`src/hw/pocs_pkg.sv`:
```
// Constants, field positions and enumerations for the PLL output clock status and control block.
// Assumes an 8-bit register port with 9-bit addresses and a single 200 MHz master clock.
package pocs_pkg;

  // Register offsets
  localparam logic [8:0] OFS_PHASE_ADJ_STATUS = 9'h04D;
  localparam logic [8:0] OFS_OUT1_STATUS = 9'h053;
  localparam logic [8:0] OFS_OUT2_STATUS = 9'h054;
  localparam logic [8:0] OFS_OUT3_STATUS = 9'h055;
  localparam logic [8:0] OFS_DIV_EN_BYPASS = 9'h100;
  localparam logic [8:0] OFS_DIV_RATIOS = 9'h101;
  localparam logic [8:0] OFS_SOURCE_SEL = 9'h102;
  localparam logic [8:0] OFS_PHASE_STEP = 9'h103;

  // Output status register fields
  localparam int BIT_SLOW_EDGE_IRQ_EN = 7;
  localparam int BIT_SLOW_EDGE_LATCH = 6;
  localparam int BIT_SLOW_DIVIDER_LEVEL = 5;
  localparam int BIT_RESUME_IRQ_EN = 4;
  localparam int BIT_RESUME_LATCH = 3;
  localparam int BIT_HALT_IRQ_EN = 2;
  localparam int BIT_HALT_LATCH = 1;
  localparam int BIT_HALTED_NOW = 0;

  // Phase adjust status fields
  localparam int BIT_ADJ_IRQ_EN = 3;
  localparam int BIT_ADJ_DONE = 2;
  localparam int BIT_ADJ_BUSY = 1;
  localparam int BIT_ADJ_ARMED = 0;
  localparam logic ADJ_DONE_RESET = 1'b1;
  localparam logic ADJ_TOP_BIT_VALUE = 1'b1;

  // Divider enable and bypass fields
  localparam int BIT_POST_DIV_TWO_EN = 2;
  localparam int BIT_POST_DIV_TWO_BYPASS = 1;

  // Ratio, source and step field positions
  localparam int POS_POST_DIV_TWO = 4;
  localparam int POS_POST_DIV_ONE = 0;
  localparam int BIT_GPIO_SWITCH_EN = 6;
  localparam int POS_ALT_SOURCE = 3;
  localparam int POS_PRIMARY_SOURCE = 0;
  localparam int BIT_PHASE_DOWN = 7;
  localparam int POS_PHASE_DOWN_SRC = 4;
  localparam int BIT_PHASE_UP = 3;
  localparam int POS_PHASE_UP_SRC = 0;

  // Reset values
  localparam logic [7:0] RST_CONFIG = 8'h00;
  localparam logic [7:0] RST_READ = 8'h00;

  // Ratio decode: codes at or below this value step in halves
  localparam logic [3:0] RATIO_HALF_STEP_MAX = 4'h7;
  localparam logic [4:0] RATIO_BASE_HALVES = 5'h08;

  // Source selection codes
  typedef enum logic [2:0] {
    SRC_XTAL = 3'b000,
    SRC_IN1 = 3'b001,
    SRC_IN2 = 3'b010,
    SRC_IN3 = 3'b011,
    SRC_NCO_IN1_BYP = 3'b100,
    SRC_NCO_NO_BYP_A = 3'b101,
    SRC_NCO_XTAL_BYP = 3'b110,
    SRC_NCO_NO_BYP_B = 3'b111
  } pocs_src_code_t;

  // Clock feeding the PLL reference
  typedef enum logic [2:0] {
    PLL_REF_NONE = 3'b000,
    PLL_REF_XTAL = 3'b001,
    PLL_REF_IN1 = 3'b010,
    PLL_REF_IN2 = 3'b011,
    PLL_REF_IN3 = 3'b100,
    PLL_REF_NCO = 3'b101
  } pocs_pll_ref_t;

  // Clock routed to the bypass mux
  typedef enum logic [1:0] {
    BYP_NONE = 2'b00,
    BYP_XTAL = 2'b01,
    BYP_XTAL_DOUBLED = 2'b10,
    BYP_IN1 = 2'b11
  } pocs_byp_src_t;

  // Phase step source codes
  localparam logic [2:0] STEP_SRC_SOFTWARE = 3'b000;
  localparam logic [2:0] STEP_SRC_GPIO_LAST = 3'b100;

endpackage : pocs_pkg

```
`src/hw/pocs_out_status.sv`:
```
// One output clock status register: enables, sticky latches and real-time bits.
// Assumes event pulses and levels already lie in the master clock domain.
module pocs_out_status
  import pocs_pkg::*;
(
  input wire logic clock,
  input wire logic rst_b,
  input wire logic wrEn, // Write strobe for this register
  input wire logic [7:0] wrData,
  input wire logic slowRise, // Slow divider clock went high
  input wire logic slowLevel, // Slow divider clock level
  input wire logic slowReportEn, // Report the inverted slow level
  input wire logic haltedLevel, // Output clock stopped
  input wire logic haltedRise,
  input wire logic haltedFall,
  input wire logic pathReady, // Path configured and clocked
  output logic [7:0] rdData,
  output logic irqReq
);

  logic slowEdgeIrqEn_q, resumeIrqEn_q, haltIrqEn_q;
  logic slowEdgeLatch_q, resumeLatch_q, haltLatch_q;
  logic slowEdgeLatch_d, resumeLatch_d, haltLatch_d;
  logic haltedNow;
  logic clrSlow, clrResume, clrHalt;

  // Write-one-to-clear strobes
  assign clrSlow = wrEn & wrData[BIT_SLOW_EDGE_LATCH];
  assign clrResume = wrEn & wrData[BIT_RESUME_LATCH];
  assign clrHalt = wrEn & wrData[BIT_HALT_LATCH];

  // Set wins over a clear in the same cycle so no event is lost
  assign slowEdgeLatch_d = slowRise | (slowEdgeLatch_q & ~clrSlow);
  assign resumeLatch_d = (haltedFall & pathReady) | (resumeLatch_q & ~clrResume);
  // Halt bits are held at zero until the path has a clock behind it
  assign haltLatch_d = pathReady & ((haltedRise) | (haltLatch_q & ~clrHalt));
  assign haltedNow = pathReady & haltedLevel;

  // Enables and latches
  always_ff @(posedge clock or negedge rst_b) begin
    if (!rst_b) begin
      slowEdgeIrqEn_q <= 1'b0;
      resumeIrqEn_q <= 1'b0;
      haltIrqEn_q <= 1'b0;
      slowEdgeLatch_q <= 1'b0;
      resumeLatch_q <= 1'b0;
      haltLatch_q <= 1'b0;
    end else begin
      if (wrEn) begin
        slowEdgeIrqEn_q <= wrData[BIT_SLOW_EDGE_IRQ_EN];
        resumeIrqEn_q <= wrData[BIT_RESUME_IRQ_EN];
        haltIrqEn_q <= wrData[BIT_HALT_IRQ_EN];
      end
      slowEdgeLatch_q <= slowEdgeLatch_d;
      resumeLatch_q <= resumeLatch_d;
      haltLatch_q <= haltLatch_d;
    end
  end

  // Read image; with slowReportEn set the slow level reads inverted, so zero means the clock is high; without it the bit reads zero
  always_comb begin
    rdData = RST_READ;
    rdData[BIT_SLOW_EDGE_IRQ_EN] = slowEdgeIrqEn_q;
    rdData[BIT_SLOW_EDGE_LATCH] = slowEdgeLatch_q;
    rdData[BIT_SLOW_DIVIDER_LEVEL] = slowReportEn & ~slowLevel;
    rdData[BIT_RESUME_IRQ_EN] = resumeIrqEn_q;
    rdData[BIT_RESUME_LATCH] = resumeLatch_q;
    rdData[BIT_HALT_IRQ_EN] = haltIrqEn_q;
    rdData[BIT_HALT_LATCH] = haltLatch_q;
    rdData[BIT_HALTED_NOW] = haltedNow;
  end

  // Interrupt request gated per latch by its enable
  assign irqReq = (slowEdgeLatch_q & slowEdgeIrqEn_q) | (resumeLatch_q & resumeIrqEn_q)
    | (haltLatch_q & haltIrqEn_q);

endmodule : pocs_out_status

```
`src/hw/pocs_sync3.sv`:
```
// Three-stage synchroniser with agreement filter for signals from outside the master clock.
// Assumes the inputs are slow enough that each level lasts several master clock periods.
module pocs_sync3
  import pocs_pkg::*;
#(
  parameter int WIDTH = 1
) (
  input wire logic clock,
  input wire logic rst_b,
  input wire logic [WIDTH-1:0] asyncIn,
  output logic [WIDTH-1:0] level,
  output logic [WIDTH-1:0] rise,
  output logic [WIDTH-1:0] fall
);

  logic [WIDTH-1:0] meta_q; // First stage, read only by the second
  logic [WIDTH-1:0] stage2_q;
  logic [WIDTH-1:0] stage3_q;
  logic [WIDTH-1:0] level_q; // Filtered level
  logic [WIDTH-1:0] level_d;
  logic [WIDTH-1:0] agree;

  // A change counts only once stages two and three agree
  assign agree = ~(stage2_q ^ stage3_q);
  assign level_d = (agree & stage3_q) | (~agree & level_q);

  // Shift chain and filtered level
  always_ff @(posedge clock or negedge rst_b) begin
    if (!rst_b) begin
      meta_q <= '0;
      stage2_q <= '0;
      stage3_q <= '0;
      level_q <= '0;
    end else begin
      meta_q <= asyncIn;
      stage2_q <= meta_q;
      stage3_q <= stage2_q;
      level_q <= level_d;
    end
  end

  // Edges are taken from the filtered level, so a glitch never steps twice
  assign level = level_q;
  assign rise = level_d & ~level_q;
  assign fall = ~level_d & level_q;

endmodule : pocs_sync3

```
`src/hw/pocs_top.sv`:
```
// Top of the PLL output clock status and control block: register port, status and PLL config.
// Assumes an 8-bit processor register port on the master clock and status pins from
// the output paths, phase adjust engine and GPIO pads that are asynchronous to it.
module pocs_top
  import pocs_pkg::*;
#(
  parameter int NUM_OUTPUTS = 3,
  parameter int NUM_GPIO = 4
) (
  input wire logic clock,
  input wire logic rst_b,
  input wire logic [8:0] regAddr,
  input wire logic regWrEn,
  input wire logic [7:0] regWrData,
  input wire logic regRdEn,
  output logic [7:0] regRdData,
  output logic regRdValid,
  input wire logic [NUM_OUTPUTS-1:0] slowDividerClk,
  input wire logic [NUM_OUTPUTS-1:0] outputStopped,
  input wire logic [NUM_OUTPUTS-1:0] slowLevelReportEn,
  input wire logic [NUM_OUTPUTS-1:0] outputPathReady,
  input wire logic adjustBusy,
  input wire logic adjustArmed,
  input wire logic adjustDone,
  input wire logic [NUM_GPIO-1:0] gpioIn,
  input wire logic [1:0] switchGpioSel,
  input wire logic xtalDoublerEn,
  input wire logic oscMasterFromInput1,
  input wire logic pllPowerEn,
  output logic postDivTwoRun,
  output logic postDivTwoBypass,
  output logic [4:0] postDivOneHalves,
  output logic [4:0] postDivTwoHalves,
  output pocs_pll_ref_t pllRefSel,
  output pocs_byp_src_t bypassSrcSel,
  output logic phaseUpStep,
  output logic phaseDownStep,
  output logic [NUM_OUTPUTS-1:0] outputIrqReq,
  output logic adjustIrqReq
);

  // Synchronised pin levels and edges
  logic [NUM_OUTPUTS-1:0] slowLevel, slowRise;
  logic [NUM_OUTPUTS-1:0] haltedLevel, haltedRise, haltedFall;
  logic [NUM_OUTPUTS-1:0] pathReady;
  logic [2:0] adjLevel, adjRise;
  logic [NUM_GPIO-1:0] gpioLevel;
  logic [NUM_OUTPUTS-1:0][7:0] outRdData;
  logic [NUM_OUTPUTS-1:0] outWrEn;

  // Software-written configuration registers
  logic [7:0] divEnBypass_q, divRatios_q, sourceSel_q, phaseStep_q;
  logic adjDoneLatch_q, adjDoneLatch_d, adjIrqEn_q;

  // Registered outputs
  logic [7:0] regRdData_q, regRdData_d;
  logic regRdValid_q;
  logic postDivTwoRun_q, postDivTwoBypass_q;
  logic [4:0] postDivOneHalves_q, postDivTwoHalves_q;
  pocs_pll_ref_t pllRefSel_q, pllRefSel_d;
  pocs_byp_src_t bypassSrcSel_q, bypassSrcSel_d;
  logic upLevel_q, downLevel_q, upStep_q, downStep_q;

  // Output path signals cross in from the output clock domains
  pocs_sync3 #(.WIDTH(NUM_OUTPUTS)) u_sync_slow (
    .clock(clock), .rst_b(rst_b), .asyncIn(slowDividerClk),
    .level(slowLevel), .rise(slowRise), .fall()
  );
  pocs_sync3 #(.WIDTH(NUM_OUTPUTS)) u_sync_halt (
    .clock(clock), .rst_b(rst_b), .asyncIn(outputStopped),
    .level(haltedLevel), .rise(haltedRise), .fall(haltedFall)
  );
  pocs_sync3 #(.WIDTH(NUM_OUTPUTS)) u_sync_ready (
    .clock(clock), .rst_b(rst_b), .asyncIn(outputPathReady),
    .level(pathReady), .rise(), .fall()
  );
  // Phase adjust engine status: busy, armed, done
  pocs_sync3 #(.WIDTH(3)) u_sync_adj (
    .clock(clock), .rst_b(rst_b), .asyncIn({adjustDone, adjustBusy, adjustArmed}),
    .level(adjLevel), .rise(adjRise), .fall()
  );
  // GPIO pads feed source switching and phase steps
  pocs_sync3 #(.WIDTH(NUM_GPIO)) u_sync_gpio (
    .clock(clock), .rst_b(rst_b), .asyncIn(gpioIn),
    .level(gpioLevel), .rise(), .fall()
  );

  // Address decode for the three output status registers
  assign outWrEn[0] = regWrEn && (regAddr == OFS_OUT1_STATUS);
  assign outWrEn[1] = regWrEn && (regAddr == OFS_OUT2_STATUS);
  assign outWrEn[2] = regWrEn && (regAddr == OFS_OUT3_STATUS);

  // One identical status register per output
  for (genvar g = 0; g < NUM_OUTPUTS; g++) begin : g_out
    pocs_out_status u_status (
      .clock(clock),
      .rst_b(rst_b),
      .wrEn(outWrEn[g]),
      .wrData(regWrData),
      .slowRise(slowRise[g]),
      .slowLevel(slowLevel[g]),
      .slowReportEn(slowLevelReportEn[g]),
      .haltedLevel(haltedLevel[g]),
      .haltedRise(haltedRise[g]),
      .haltedFall(haltedFall[g]),
      .pathReady(pathReady[g]),
      .rdData(outRdData[g]),
      .irqReq(outputIrqReq[g])
    );
  end

  // Write strobes for the local registers
  logic wrAdj, wrEnByp, wrRatios, wrSource, wrStep;
  assign wrAdj = regWrEn && (regAddr == OFS_PHASE_ADJ_STATUS);
  assign wrEnByp = regWrEn && (regAddr == OFS_DIV_EN_BYPASS);
  assign wrRatios = regWrEn && (regAddr == OFS_DIV_RATIOS);
  assign wrSource = regWrEn && (regAddr == OFS_SOURCE_SEL);
  assign wrStep = regWrEn && (regAddr == OFS_PHASE_STEP);

  // Done latch: completion event wins over a write-one clear
  assign adjDoneLatch_d = adjRise[2] | (adjDoneLatch_q & ~(wrAdj & regWrData[BIT_ADJ_DONE]));

  // Configuration registers, written whole
  always_ff @(posedge clock or negedge rst_b) begin
    if (!rst_b) begin
      divEnBypass_q <= RST_CONFIG;
      divRatios_q <= RST_CONFIG;
      sourceSel_q <= RST_CONFIG;
      phaseStep_q <= RST_CONFIG;
      adjIrqEn_q <= 1'b0;
      adjDoneLatch_q <= ADJ_DONE_RESET;
    end else begin
      if (wrEnByp) begin
        divEnBypass_q <= regWrData;
      end
      if (wrRatios) begin
        divRatios_q <= regWrData;
      end
      if (wrSource) begin
        sourceSel_q <= regWrData;
      end
      if (wrStep) begin
        phaseStep_q <= regWrData;
      end
      if (wrAdj) begin
        adjIrqEn_q <= regWrData[BIT_ADJ_IRQ_EN];
      end
      adjDoneLatch_q <= adjDoneLatch_d;
    end
  end

  // Phase adjust status image; busy and armed are live levels from the engine
  logic [7:0] adjImage;
  assign adjImage = {ADJ_TOP_BIT_VALUE, 3'b000, adjIrqEn_q, adjDoneLatch_q,
    adjLevel[1], adjLevel[0]};
  assign adjustIrqReq = adjDoneLatch_q & adjIrqEn_q;

  // Read mux; unmapped addresses read zero
  always_comb begin
    if (regAddr == OFS_PHASE_ADJ_STATUS) begin
      regRdData_d = adjImage;
    end else if (regAddr == OFS_OUT1_STATUS) begin
      regRdData_d = outRdData[0];
    end else if (regAddr == OFS_OUT2_STATUS) begin
      regRdData_d = outRdData[1];
    end else if (regAddr == OFS_OUT3_STATUS) begin
      regRdData_d = outRdData[2];
    end else if (regAddr == OFS_DIV_EN_BYPASS) begin
      regRdData_d = divEnBypass_q;
    end else if (regAddr == OFS_DIV_RATIOS) begin
      regRdData_d = divRatios_q;
    end else if (regAddr == OFS_SOURCE_SEL) begin
      regRdData_d = sourceSel_q;
    end else if (regAddr == OFS_PHASE_STEP) begin
      regRdData_d = phaseStep_q;
    end else begin
      regRdData_d = RST_READ;
    end
  end

  // Ratio decode in half steps: low codes add half the code to four
  function automatic logic [4:0] ratioHalves(input logic [3:0] code);
    logic [4:0] halves;
    if (code <= RATIO_HALF_STEP_MAX) begin
      halves = RATIO_BASE_HALVES + {1'b0, code};
    end else begin
      halves = {code, 1'b0};
    end
    return halves;
  endfunction : ratioHalves

  // Effective source code: GPIO high picks the alternate field when switching is on
  logic switchGpio, useAlt;
  logic [2:0] altCode;
  pocs_src_code_t srcCode;
  assign switchGpio = gpioLevel[switchGpioSel];
  assign useAlt = sourceSel_q[BIT_GPIO_SWITCH_EN] & switchGpio;
  assign altCode = sourceSel_q[POS_ALT_SOURCE +: 3];
  assign srcCode = pocs_src_code_t'(useAlt ? altCode : sourceSel_q[POS_PRIMARY_SOURCE +: 3]);

  // Source decode; alternate codes above three are unused and select nothing
  always_comb begin
    pllRefSel_d = PLL_REF_NONE;
    bypassSrcSel_d = BYP_NONE;
    case (srcCode)
      SRC_XTAL: begin
        pllRefSel_d = PLL_REF_XTAL;
        bypassSrcSel_d = xtalDoublerEn ? BYP_XTAL_DOUBLED : BYP_XTAL;
      end
      SRC_IN1: begin
        pllRefSel_d = PLL_REF_IN1;
        bypassSrcSel_d = BYP_IN1;
      end
      SRC_IN2: begin
        pllRefSel_d = PLL_REF_IN2;
      end
      SRC_IN3: begin
        pllRefSel_d = PLL_REF_IN3;
      end
      SRC_NCO_IN1_BYP: begin
        if (!useAlt && oscMasterFromInput1) begin
          pllRefSel_d = PLL_REF_NCO;
          bypassSrcSel_d = BYP_IN1;
        end
      end
      SRC_NCO_NO_BYP_A: begin
        if (!useAlt && oscMasterFromInput1) begin
          pllRefSel_d = PLL_REF_NCO;
        end
      end
      SRC_NCO_XTAL_BYP: begin
        if (!useAlt) begin
          pllRefSel_d = PLL_REF_NCO;
          bypassSrcSel_d = xtalDoublerEn ? BYP_XTAL_DOUBLED : BYP_XTAL;
        end
      end
      SRC_NCO_NO_BYP_B: begin
        if (!useAlt) begin
          pllRefSel_d = PLL_REF_NCO;
        end
      end
      default: begin
        pllRefSel_d = PLL_REF_NONE;
      end
    endcase
  end

  // Phase step signal selection: software bit or one of the GPIOs
  function automatic logic stepSource(input logic [2:0] sel, input logic swBit,
    input logic [NUM_GPIO-1:0] gpio);
    logic lvl;
    lvl = 1'b0;
    if (sel == STEP_SRC_SOFTWARE) begin
      lvl = swBit;
    end else if (sel <= STEP_SRC_GPIO_LAST) begin
      lvl = gpio[2'(sel - 3'h1)];
    end
    return lvl;
  endfunction : stepSource

  logic upLevel, downLevel;
  assign downLevel = stepSource(phaseStep_q[POS_PHASE_DOWN_SRC +: 3], phaseStep_q[BIT_PHASE_DOWN],
    gpioLevel);
  assign upLevel = stepSource(phaseStep_q[POS_PHASE_UP_SRC +: 3], phaseStep_q[BIT_PHASE_UP],
    gpioLevel);

  // Derived controls and step pulses; any change of level is one step
  always_ff @(posedge clock or negedge rst_b) begin
    if (!rst_b) begin
      regRdData_q <= RST_READ;
      regRdValid_q <= 1'b0;
      postDivTwoRun_q <= 1'b0;
      postDivTwoBypass_q <= 1'b0;
      postDivOneHalves_q <= RATIO_BASE_HALVES;
      postDivTwoHalves_q <= RATIO_BASE_HALVES;
      pllRefSel_q <= PLL_REF_NONE;
      bypassSrcSel_q <= BYP_NONE;
      upLevel_q <= 1'b0;
      downLevel_q <= 1'b0;
      upStep_q <= 1'b0;
      downStep_q <= 1'b0;
    end else begin
      regRdData_q <= regRdEn ? regRdData_d : regRdData_q;
      regRdValid_q <= regRdEn;
      postDivTwoRun_q <= pllPowerEn & divEnBypass_q[BIT_POST_DIV_TWO_EN]
        & ~divEnBypass_q[BIT_POST_DIV_TWO_BYPASS];
      postDivTwoBypass_q <= divEnBypass_q[BIT_POST_DIV_TWO_BYPASS];
      postDivOneHalves_q <= ratioHalves(divRatios_q[POS_POST_DIV_ONE +: 4]);
      postDivTwoHalves_q <= ratioHalves(divRatios_q[POS_POST_DIV_TWO +: 4]);
      pllRefSel_q <= pllRefSel_d;
      bypassSrcSel_q <= bypassSrcSel_d;
      upLevel_q <= upLevel;
      downLevel_q <= downLevel;
      // Changing the source select can itself produce a step if levels differ
      downStep_q <= downLevel ^ downLevel_q;
      upStep_q <= upLevel ^ upLevel_q;
    end
  end

  assign regRdData = regRdData_q;
  assign regRdValid = regRdValid_q;
  assign postDivTwoRun = postDivTwoRun_q;
  assign postDivTwoBypass = postDivTwoBypass_q;
  assign postDivOneHalves = postDivOneHalves_q;
  assign postDivTwoHalves = postDivTwoHalves_q;
  assign pllRefSel = pllRefSel_q;
  assign bypassSrcSel = bypassSrcSel_q;
  assign phaseUpStep = upStep_q;
  assign phaseDownStep = downStep_q;

endmodule : pocs_top

```
`config.mk`:
```
export PLATFORM = sky130hd
export DESIGN_NAME = pocs_top
export DESIGN_NICKNAME = d
export VERILOG_FILES = /design/src/hw/pocs_pkg.sv /design/src/hw/pocs_out_status.sv /design/src/hw/pocs_sync3.sv /design/src/hw/pocs_top.sv
export SDC_FILE = /design/constraint.sdc
export NUM_CORES = 1
export LEC_CHECK = 0
export ABC_AREA = 1
export CAP_MARGIN = 20
export CORE_ASPECT_RATIO = 1.4
export CORE_MARGIN = 2
export CORE_UTILIZATION = 67
export DETAILED_ROUTE_END_ITERATION = 10
export DONT_BUFFER_PORTS = 1
export PLACE_DENSITY = 0.83
export SLEW_MARGIN = 20
export SYNTH_ARGS = -nofsm -noshare
export SYNTH_HDL_FRONTEND = slang
export SYNTH_SLANG_ARGS = --single-unit
```
`constraint.sdc`:
```
create_clock -name clock -period 3.9 [get_ports clock]
set_input_delay 0.585 -clock clock [delete_from_list [all_inputs] [get_ports clock]]
set_output_delay 0.585 -clock clock [all_outputs]
set_load 0.005 [all_outputs]
```
-- Yosys cells after proc, flatten, opt, wreduce, memory -nomap -nowiden
Index checks and enable logic that the tools add are counted.
- word-level logic and storage cells: 240
- output and inout port bits: 32
- input bits: 45
- register bits after elaboration: 146
- reductions and logical operators: 15
- add/subtract/negate cells: 4
- mux-type cells: 28
- bitwise logic cells: 115
- $lt $le $gt $ge: 7
- equal/unequal tests: 15
- operators by type and width (kind ; count):
    $mux 8 ; 8
    $and 1x1->1 ; 45
    $and 3x3->3 ; 12
    $eq 9x7->1 const B ; 4
    $eq 9x9->1 const B ; 4
    $not 3->3 ; 12
    $pmux 3 s6 ; 1
    $or 1x1->1 ; 16
    $not 1->1 ; 14
    $eq 3x3->1 const B ; 4
    $or 3x3->3 ; 4
    $xor 3x3->3 ; 4
    $add 4x4->5 const A ; 2
    $mux 5 ; 2
    $logic_and 1x1->1 ; 9
    $logic_not 3->1 ; 3
    $lt 2x3->1 const B ; 3
    $mux 3 ; 3
    $and 4x4->4 ; 2
    $le 4x3->1 const B ; 2
    $not 4->4 ; 2
    $pmux 2 s4 ; 1
    $mux 1 ; 7
    $bmux 1 s2 ; 3
    other kinds (10) ; 17

-- Longest topological paths before layout
Gate-level depths: netlist (run 1).
- word-level depth: 9
- depth in mapped cells: 13

-- Modules after synthesis
From an unflattened synthesis (run 1), not the netlist that was laid out.
- cell total of the unflattened synthesis: 738
- area, all modules: 6635.1 um2
- modules (own cells, without submodules) (module ; seq. area each (um2) ; cells each ; instances ; area an instance (um2)):
    pocs_top ; 1605.3 ; 430 ; 1 ; 3504.6
    pocs_sync3 (u_sync_adj ...) ; 300.3 ; 34 ; 4 ; 396.6
    pocs_out_status ; 150.1 ; 42 ; 3 ; 337.8
    pocs_sync3 (u_sync_gpio) ; 400.4 ; 46 ; 1 ; 530.5

-- Worst setup path before layout (run 1)
OpenSTA, ideal clock, no wires.
- kind: input port to flip-flop
- from: input port regAddr[3]
- to: register phaseStep_q[6]
- buffers on the path: 1
- library setup time: 0.121 ns
- cell stages on the path: 7
- slack: 2.285 ns
- arrival time: 1.494 ns
- cells stage by stage: nor2_1 nand2_2 nor3_2 nand2_2 buf_6 nand2_1 o21ai_2
- longest elaborated chain between the ends: 2
- RTL lines (what ; line ; text):
    start: declaration ; pocs_top.sv:12 ; input wire logic [8:0] regAddr,
    $eq 9x9->1 ; pocs_top.sv:118 ; assign wrStep = regWrEn && (regAddr == OFS_PHASE_STEP);
    $logic_and 1x1->1 ; pocs_top.sv:118 ;
    end signal: assignment ; pocs_top.sv:143 ; phaseStep_q <= regWrData;
    end: declaration ; pocs_top.sv:52 ; logic [7:0] divEnBypass_q, divRatios_q, sourceSel_q, phaseStep_q;
Every way passes these cells.
A chain may end at the register's enable or synchronous reset.

-- Final worst setup path (run 1)
- from: register g_out[1].u_status.resumeIrqEn_q
- to: output port outputIrqReq[1]
- longest elaborated chain between the ends: 3
- RTL lines (what ; line ; text):
    start: declaration ; pocs_out_status.sv:21 ; logic slowEdgeIrqEn_q, resumeIrqEn_q, haltIrqEn_q;
    start signal: assignment ; pocs_out_status.sv:51 ; resumeIrqEn_q <= wrData[BIT_RESUME_IRQ_EN];
    $and 1x1->1 ; pocs_out_status.sv:74 ; assign irqReq = (slowEdgeLatch_q & slowEdgeIrqEn_q) | (resumeLatch_q & resumeIrqEn_q)
    $or 1x1->1 ; pocs_out_status.sv:74 ;
    $or 1x1->1 ; pocs_out_status.sv:75 ; | (haltLatch_q & haltIrqEn_q);
    end: declaration ; pocs_top.sv:38 ; output logic [NUM_OUTPUTS-1:0] outputIrqReq,
Every way passes these cells.

==> flow_metrics.tcl, run 1 <==
set metrics [dict create \
    ys_types 40 \
    grt_usage_pct 32.3 \
    dieArea_um2 9700 \
    ant_nets 0 \
    die_h_um 116 \
    ys_warn_count 0 \
    fmax_mhz 561 \
    period_needed_ns 1.78 \
    layout.cells.non_filler 741 \
    p_leak_nw 3.09 \
    setup_tns_ns 0 \
    fillers 542 \
    setup_ws_ns 2.12 \
    dp_cells 707 \
    syn_nets 661 \
    critPathMaxFanout 2 \
    io_pins 77 \
    hold_viol 0 \
    crit_type "register to output pin" \
    yosys_most_used_dff "dfrtp_1" \
    coreArea_um2 8610 \
    avgViaCountPerCell 5.92 \
    cts_setup_buffers 0 \
    first_pass_iters 5 \
    finalSetupViolations 0 \
    required_ns 3.31 \
    start_util_pct 69.4 \
    ys_seq_area_share_pct 61.2 \
    placed_cell_area_um2 6030 \
    clk_latency_ns 0.42 \
    cap_viol_max_count 0 \
    vias 4386 \
    syn2layout_area_growth_pct 11.0 \
    detailedPlace.worstSlack_ns 1.96 \
    cp-start-kind "register" \
    final_common_cell "nand2_1" \
    cts_resized 0 \
    worstSetupEndpointType "output pin" \
    min_path_type "input pin to async pin" \
    outcome "finished, final reports clean" \
    grt_pass1_vias 4512 \
    finalClockSkew_ns 0.0101 \
    die_w_um 83.8 \
    relSlewSlack_pct 55.4 \
    clock-sinks 146 \
    critical_path_arrival_ns 1.20 \
    synth_seq_cells 146 \
    rsz0062_at_grt "false" \
    final_nets 670 \
    avgRoutedWirePerCell_um 19.5 \
    drt_wl_total_um 14500 \
    synth-edff-count 0 \
    drive_above_1_share_pct 11.9 \
    worst_pin_slew_ns 0.668 \
    portBuffers 0 \
    netlist_area_um2 5970 \
    drtIter0Drc 359 \
    p_per_area_nw_per_um2 504 \
    peakVddDrop_mv 0.503 \
    slew_violations 0 \
    antenna_cells 0 \
    numCtsBuffers 17 \
    place_hpwl_um 9660 \
    netlist.area_leader.share_pct 59.9 \
    grt_pass1_wl_um 23400 \
    gp_congestion 1.06 \
    final_cell_area_um2 6630 \
    grt_overflow_total 0 \
    cts_max_path_buffers 2 \
    async_flop_share_pct 100 \
    clkSlewWorstSetupHoldPaths_ns 0.07 \
    cts_tree "yes" \
    final_cell_mix "nand2_1, dfrtp_1, inv_1, o21ai_0, nor2_1" \
    cts_max_level 4 \
    grt_start_max_net_pins 147 \
    yosys-top-cells-area "dfrtp_1, nand2_1, o21ai_0" \
    cts_root_buf "clkbuf_16" \
    avgSynthCellArea_um2 9.73 \
    synth_cells 614 \
    drc 0 \
    fin_crit_sh_pct 45.7 \
    row_count 40 \
    synth_area_leader_cell "dfrtp_1" \
    antenna_found_initial 0 \
]
[metrics by stage]
step / total power [mW] / hold WS (ns) / utilization [%]
after global routing: 3.46 / 0.164 / 77.0
after CTS: 3.33 / -0.154 / 76.6
after global placement: 1.78 / 0.292 / 70.0
final: 3.34 / 0.144 / 77.0
after detailed placement: 1.80 / 0.292 / 70.0
after floorplan: 1.75 / 0.289 / -
[report_power, final]
part	leakage, nW	switching, mW	internal (mW)
Combinational	0.993	0.118	0.0476
Clock	0.272	0.692	0.844
Sequential	1.82	0.0535	1.59
[cell type report]
class,count,area [um2],share of cell area (%)
flip-flops and latches,146,3660,55.2
inverters,69,259,3.91
repair buffers,2,37.5,0.566
multi-input cells,387,1980,29.8
clock inverters,15,141,2.13
well taps,105,131,1.98
clock buffers,17,425,6.42
[registers in the layout, summed over array words and instances, names as in the netlist, 5 cells and up, named ones only]
signal / count
postDivOneHalves: 5
phaseStep_q: 8
regRdData: 8
divEnBypass_q: 8
postDivTwoHalves: 5
divRatios_q: 8
sourceSel_q: 8
[critical path, stage by stage (launching register included)]
cell and delay [ns]:
dfrtp_1 0.36, inv_1 0.08, o211ai_1 0.33
[worst paths after layout]
path / startpoint / endpoint / slack, ns / cells after the start
min in group clock: outputPathReady[0] / u_sync_ready.meta_q[0]$_DFF_PN0_ / 0.18 / 0
min: rst_b / pllRefSel[0]$_DFF_PN0_ / 0.14 / 1
max in group asynchronous: rst_b / postDivOneHalves[3]$_DFF_PN1_ / 3.15 / 1
min reg2reg: u_sync_adj.meta_q[1]$_DFF_PN0_ / u_sync_adj.stage2_q[1]$_DFF_PN0_ / 0.35 / 0
max reg2reg: register / bypassSrcSel[0]$_DFF_PN0_ / 2.20 / 10
max: g_out[1].u_status.resumeIrqEn_q$_DFFE_PN0N_ / outputIrqReq[1] / 2.12 / 2
[Yosys cell counts (3+ instances only)]
| master | instances |
|---|---|
| o21ai_1 | 5 |
| nand2_2 | 9 |
| buf_4 | 6 |
| buf_2 | 3 |
| o21ai_0 | 62 |
| nor3_1 | 5 |
| nand4_1 | 12 |
| o211ai_1 | 3 |
| nor4_1 | 3 |
| nand2_1 | 144 |
| nand3_2 | 3 |
| nor2_4 | 4 |
| nand3_1 | 28 |
| xor2_1 | 3 |
| a21oi_1 | 16 |
| nor2_1 | 49 |
| o21ai_2 | 8 |
| maj3_1 | 11 |
| inv_2 | 6 |
| inv_1 | 63 |
| dfstp_2 | 3 |
| dfrtp_1 | 143 |
[logic make-up after synthesis]
family | Yosys count | synth area share [%]
DFF | 146 | 61.2
and+or+nand+nor | 266 | 20.5
adders and majority gates | 13 | 2.26
xor gates and xnor gates | 4 | 0.586
buffers and inverters | 81 | 5.65
AOI/OAI and AO/OA | 104 | 9.82
[routing by layer]
metal	vias to the layer above	track usage [%]	part of all wire (%)
met4	0	13.7	3.5
met1	2107	38.4	38
met2	203	55.5	53
met5	-	0	0
met3	40	9.26	6.2
li1	2036	-	-
No activity file was read; power rests on OpenSTA's default activity.
==> run 2, diff against run 1 <==
- CORE_UTILIZATION: 67 -> 63
- PLACE_DENSITY: 0.83 -> 0.79
- clock period: 3.9 -> 1.7 ns (I/O delays scaled with it)
==> run 2 against run 1 <==
The flow now finishes with violations (negative hold slack). Clock power is 130% higher. Sequential cell count stayed put. Sequential power up 130%. Register-to-register slack worse by 2.1 ns. Non-clock buffer count increased by 20. Die area grew 6.1%. Hold slack got worse by 0.61 ns. Largest power group unchanged.
==> flow_metrics.tcl, run 2 (synthesis results as in run 1) <==
set metrics [dict create \
    holdBufCountCts 18 \
    antenna_cells 0 \
    die_w_um 86.3 \
    r2r_end "phaseDownStep$_DFF_PN0_" \
    numCtsBuffers 17 \
    clkSlewWorstSetupHoldPaths_ns 0.06 \
    drive_above_1_share_pct 13.4 \
    grt_usage_pct 28.9 \
    drtIter0Drc 381 \
    holdWs_ns -0.469 \
    endpoint "phaseDownStep$_DFF_PN0_" \
    outcome "finished with violations" \
    grt_pass1_vias 4367 \
    start_util_pct 63.9 \
    fin_crit_sh_pct 96.1 \
    p_per_area_nw_per_um2 1120 \
    cap_viol_max_count 0 \
    cts_max_path_buffers 2 \
    final_common_cell "dfrtp_1" \
    gp_congestion 1.00 \
    dieArea_um2 10300 \
    vias 4349 \
    clk_latency_ns 0.42 \
    antenna_found_initial 0 \
    p_comb_share_pct 4.5 \
    placed_cell_area_um2 6050 \
    place_hpwl_um 9370 \
    dp_cells 714 \
    grt_start_max_net_pins 147 \
    seqPwrFrac_pct 48.9 \
    portBuffers 0 \
    finalClockSkew_ns 0.00851 \
    cts_max_level 4 \
    peakVddDrop_mv 1.08 \
    ant_nets 0 \
    crit_type "register to register" \
    critical_path_arrival_ns 1.92 \
    worstSetupEndpointType "register" \
    hold_viol 146 \
    period_needed_ns 1.63 \
    layout.cells.non_filler 766 \
    finalSetupViolations 0 \
    cts_tree "yes" \
    cts_root_buf "clkbuf_16" \
    min_path_type "input pin to async pin" \
    critPathLaunch "phaseStep_q[4]$_DFFE_PN0P_" \
    drt_wl_total_um 13700 \
    multi_input_area_um2 2010 \
    failed_checks "negative hold slack" \
    slew_violations 0 \
    p_leak_nw 3.19 \
    drc 0 \
    setup_tns_ns 0 \
    avgRoutedWirePerCell_um 17.9 \
    r2r_slack_ns 0.07 \
    required_ns 1.99 \
    critPathMaxFanout 6 \
    worst_pin_slew_ns 0.436 \
    coreArea_um2 9350 \
    first_pass_iters 5 \
    grt_overflow_total 0 \
    final_cell_mix "dfrtp_1, nand2_1, inv_1, o21ai_0, nor2_1" \
    reg2reg_from "phaseStep_q[4]$_DFFE_PN0P_" \
    die_h_um 119 \
    relSlewSlack_pct 70.7 \
    p_sw_mw 1.81 \
    fmax_mhz 612 \
    seq_area_um2 3660 \
    power_mw 7.70 \
    p_int_mw 5.88 \
    final_nets 690 \
    switching_share_pct 23.6 \
    clock-sinks 146 \
    syn2layout_area_growth_pct 14.7 \
    avgViaCountPerCell 5.68 \
    io_pins 77 \
    rr_worst_depth 7 \
    grt_pass1_wl_um 22100 \
    cp-start-kind "register" \
    fillers 631 \
    row_count 42 \
    power.share.clock_pct 46.6 \
    final_cell_area_um2 6850 \
]
run 2: routing by layer:
layer / vias up / GRT usage (%) / routed length [um]
met5: - / 0 / 0
met4: 0 / 13.5 / 473
li1: 2052 / - / -
met1: 2092 / 36.1 / 5460
met2: 160 / 46.7 / 7030
met3: 45 / 7.76 / 773
run 2: how the worst min path moves through the flow:
stage / from / end / slack, ns
finish: rst_b / pllRefSel[0]$_DFF_PN0_ / -0.47
global route: rst_b / pllRefSel[0]$_DFF_PN0_ / -0.49
CTS: rst_b / pllRefSel[2]$_DFF_PN0_ / -0.48
detailed placement: rst_b / pllRefSel[2]$_DFF_PN0_ / -0.04
global placement: rst_b / pllRefSel[2]$_DFF_PN0_ / -0.04
floorplan: rst_b / async pin / -0.04
run 2: power groups by stage:
stage / combinational [mW] / sequential, mW / clock [mW]
finish: 0.350 / 3.76 / 3.58
global route: 0.392 / 3.78 / 3.79
CTS: 0.332 / 3.76 / 3.63
detailed placement: 0.293 / 3.82 / 0
global placement: 0.281 / 3.81 / 0
floorplan: 0.244 / 3.78 / 0
run 2: area by class of cell:
type	count	share of cell area, %
Multi-Input combinational cell	387	29.3
Inverter	69	3.78
Timing Repair Buffer	22	3.07
Clock buffer	22	7.21
Sequential cell	146	53.4
Tap cell	110	2.01
Clock inverter	10	1.28
run 2: worst max-delay path: stages (launching register included):
cell     delay, ns
dfrtp_1       0.45
inv_1         0.09
ha_1          0.33
a21oi_1       0.16
o21ai_0       0.11
nand2_1       0.07
o21ai_0       0.12
xor2_1        0.17
run 2: through the flow:
| step | setup slack (ns) | util [%] |
|---|---|---|
| 2_1_floorplan | 0.321 | - |
| 6_report | 0.0664 | 73.3 |
| 4_1_cts | 0.0575 | 72.8 |
| 3_3_place_gp | 0.150 | 64.7 |
| 3_5_place_dp | 0.0737 | 64.7 |
| 5_1_grt | -0.0240 | 73.3 |
run 2: what timing repair did:
action	4_1_cts	5_1_grt
buffers inserted	0	2
gates resized for setup	0	13
setup endpoints to repair	0	6
hold endpoints to repair	169	146
==> run 3, diff against run 2 <==
- REMOVE_ABC_BUFFERS: not set -> 1
==> run 3 against run 2 <==
The flow still finishes with violations (negative hold slack). Register-to-register slack better by 0.05 ns. Setup slack better by 0.049 ns. Global-route usage fell by 0.16 points. Hold slack lost 0.0010 ns. Critical path depth is 4 higher. Sequential cell count is the same. First-iteration DRC count increased by 17%. Via count is 1.6% higher. Count of clock-buffer cells in the layout decreased by 3. Die area did not move. Largest power group unchanged. Sequential power about the same. Critical endpoint is now bypassSrcSel[1]$_DFF_PN0_.
==> flow_metrics.tcl, run 3 (synthesis results as in run 1) <==
set metrics [dict create \
    outcome "finished with violations" \
    failed_checks "negative hold slack" \
    cts_max_level 4 \
    drc 0 \
    final_cell_mix "nand2_1, dfrtp_1, inv_1, o21ai_0, nor2_1" \
    p_sw_mw 1.85 \
    p_comb_share_pct 4.6 \
    finalClockSkew_ns 0.0182 \
    cap_viol_max_count 0 \
    antenna_cells 0 \
    grt_start_max_net_pins 147 \
    cts_max_path_buffers 2 \
    antenna_found_initial 0 \
    syn2layout_area_growth_pct 14.6 \
    fin_util_pct 73.2 \
    cp_common_cell "nand2_1" \
    dieArea_um2 10300 \
    crit_type "register to register" \
    cts_root_buf "clkbuf_16" \
    cp-start-kind "register" \
    grt_pass1_wl_um 22200 \
    grt_usage_pct 28.7 \
    place_hpwl_um 9470 \
    clkSlewWorstSetupHoldPaths_ns 0.07 \
    fmax_mhz 631 \
    grt_pass1_vias 4390 \
    coreArea_um2 9350 \
    vias 4419 \
    die_h_um 119 \
    cts_tree "yes" \
    start_util_pct 63.9 \
    required_ns 2.05 \
    worst_pin_slew_ns 0.441 \
    slew_violations 0 \
    critical_path_arrival_ns 1.94 \
    peakVddDrop_mv 0.950 \
    setup_ws_ns 0.115 \
    power.share.clock_pct 46.1 \
    numCtsBuffers 17 \
    holdWs_ns -0.470 \
    io_pins 77 \
    portBuffers 0 \
    worstPathCellList "inv_2 > nand2_1 > o211ai_1 > nand2_1 > nand2_4 > inv_1 > nand2_1 > nand2_2 > nor2_1 > o21ai_0 > nand3_1" \
    hold_viol 146 \
    crit_family "simple AND/OR/NAND/NOR gates" \
    power_mw 7.63 \
    avgViaCountPerCell 5.75 \
    critPathMaxFanout 7 \
    relSlewSlack_pct 70.6 \
    slowest_delay_ns 0.41 \
    p_int_mw 5.77 \
    seqPwrFrac_pct 49.3 \
    drtIter0Drc 446 \
    finalSetupViolations 0 \
    gp_congestion 0.940 \
    detailedPlace.worstSlack_ns 0.0900 \
    final_nets 692 \
    final_cell_area_um2 6850 \
    critPathBufInv 2 \
    die_w_um 86.3 \
    grt_overflow_total 0 \
    switching_share_pct 24.3 \
    clock-sinks 146 \
    drt_wl_total_um 13900 \
    row_count 42 \
    worstSetupEndpointType "register" \
    avgRoutedWirePerCell_um 18.0 \
    min_path_type "input pin to async pin" \
    fin_crit_sh_pct 93.2 \
    ant_nets 0 \
    placed_cell_area_um2 6050 \
    p_leak_nw 3.18 \
    p_per_area_nw_per_um2 1110 \
    period_needed_ns 1.58 \
    worst_path_max_delay_cell "dfrtp_1" \
    clk_latency_ns 0.42 \
    drive_above_1_share_pct 12.9 \
    first_pass_iters 5 \
]
## run 3: path summary, 6_finish.rpt
path | endpoint | slack [ns] | cells past startpoint
worst max-delay path | bypassSrcSel[1]$_DFF_PN0_ | 0.12 | 11
worst min-delay path | async pin | -0.47 | 0
worst max register to register | bypassSrcSel[1]$_DFF_PN0_ | 0.12 | 11
worst min register to register | u_sync_gpio.stage2_q[3]$_DFF_PN0_ | 0.35 | 0
max in group asynchronous | postDivOneHalves[3]$_DFF_PN1_ | 1.97 | 0
min in group clock | bypassSrcSel[0]$_DFF_PN0_ | 0.01 | 3
## run 3: layout make-up
type | instances | area, um2
sequential | 146 | 3660
tap | 110 | 138
clock buffer | 19 | 453
inverter | 69 | 259
multi-input combinational | 387 | 2000
clock inverter | 13 | 114
fill | 671 | 2510
timing repair buffer | 24 | 228
## run 3: per-stage QoR
| stage | cells | hold WS, ns | TNS, ns |
|---|---|---|---|
| floorplan | 602 | -0.0406 | 0 |
| global placement | 714 | -0.0374 | 0 |
| detailed placement | 714 | -0.0373 | 0 |
| CTS | 764 | -0.480 | 0 |
| global route | 768 | -0.488 | -0.0610 |
| finish | 768 | -0.470 | 0 |
## run 3: power by group through the flow
stage	Sequential, mW	Clock, mW	Combinational [mW]
detailed placement	3.82	0	0.295
finish	3.76	3.51	0.351
CTS	3.76	3.55	0.333
floorplan	3.78	0	0.223
global route	3.78	3.73	0.387
global placement	3.81	0	0.283
## run 3: repair_timing
action | 4_1_cts | 5_1_grt
resized for setup | 0 | 7
hold buffers | 18 | 1
setup endpoints to repair | 0 | 6
setup buffers | 0 | 3
endpoints found under the hold margin | 168 | 147
## run 3: layer usage
| metal | global-route usage (%) | part of all wire (%) | vias to the layer above |
|---|---|---|---|
| li1 | - | - | 2070 |
| met4 | 13.4 | 3.4 | 0 |
| met2 | 47.2 | 52 | 166 |
| met3 | 7.76 | 6.2 | 31 |
| met1 | 35.2 | 39 | 2152 |
| met5 | 0 | 0 | - |
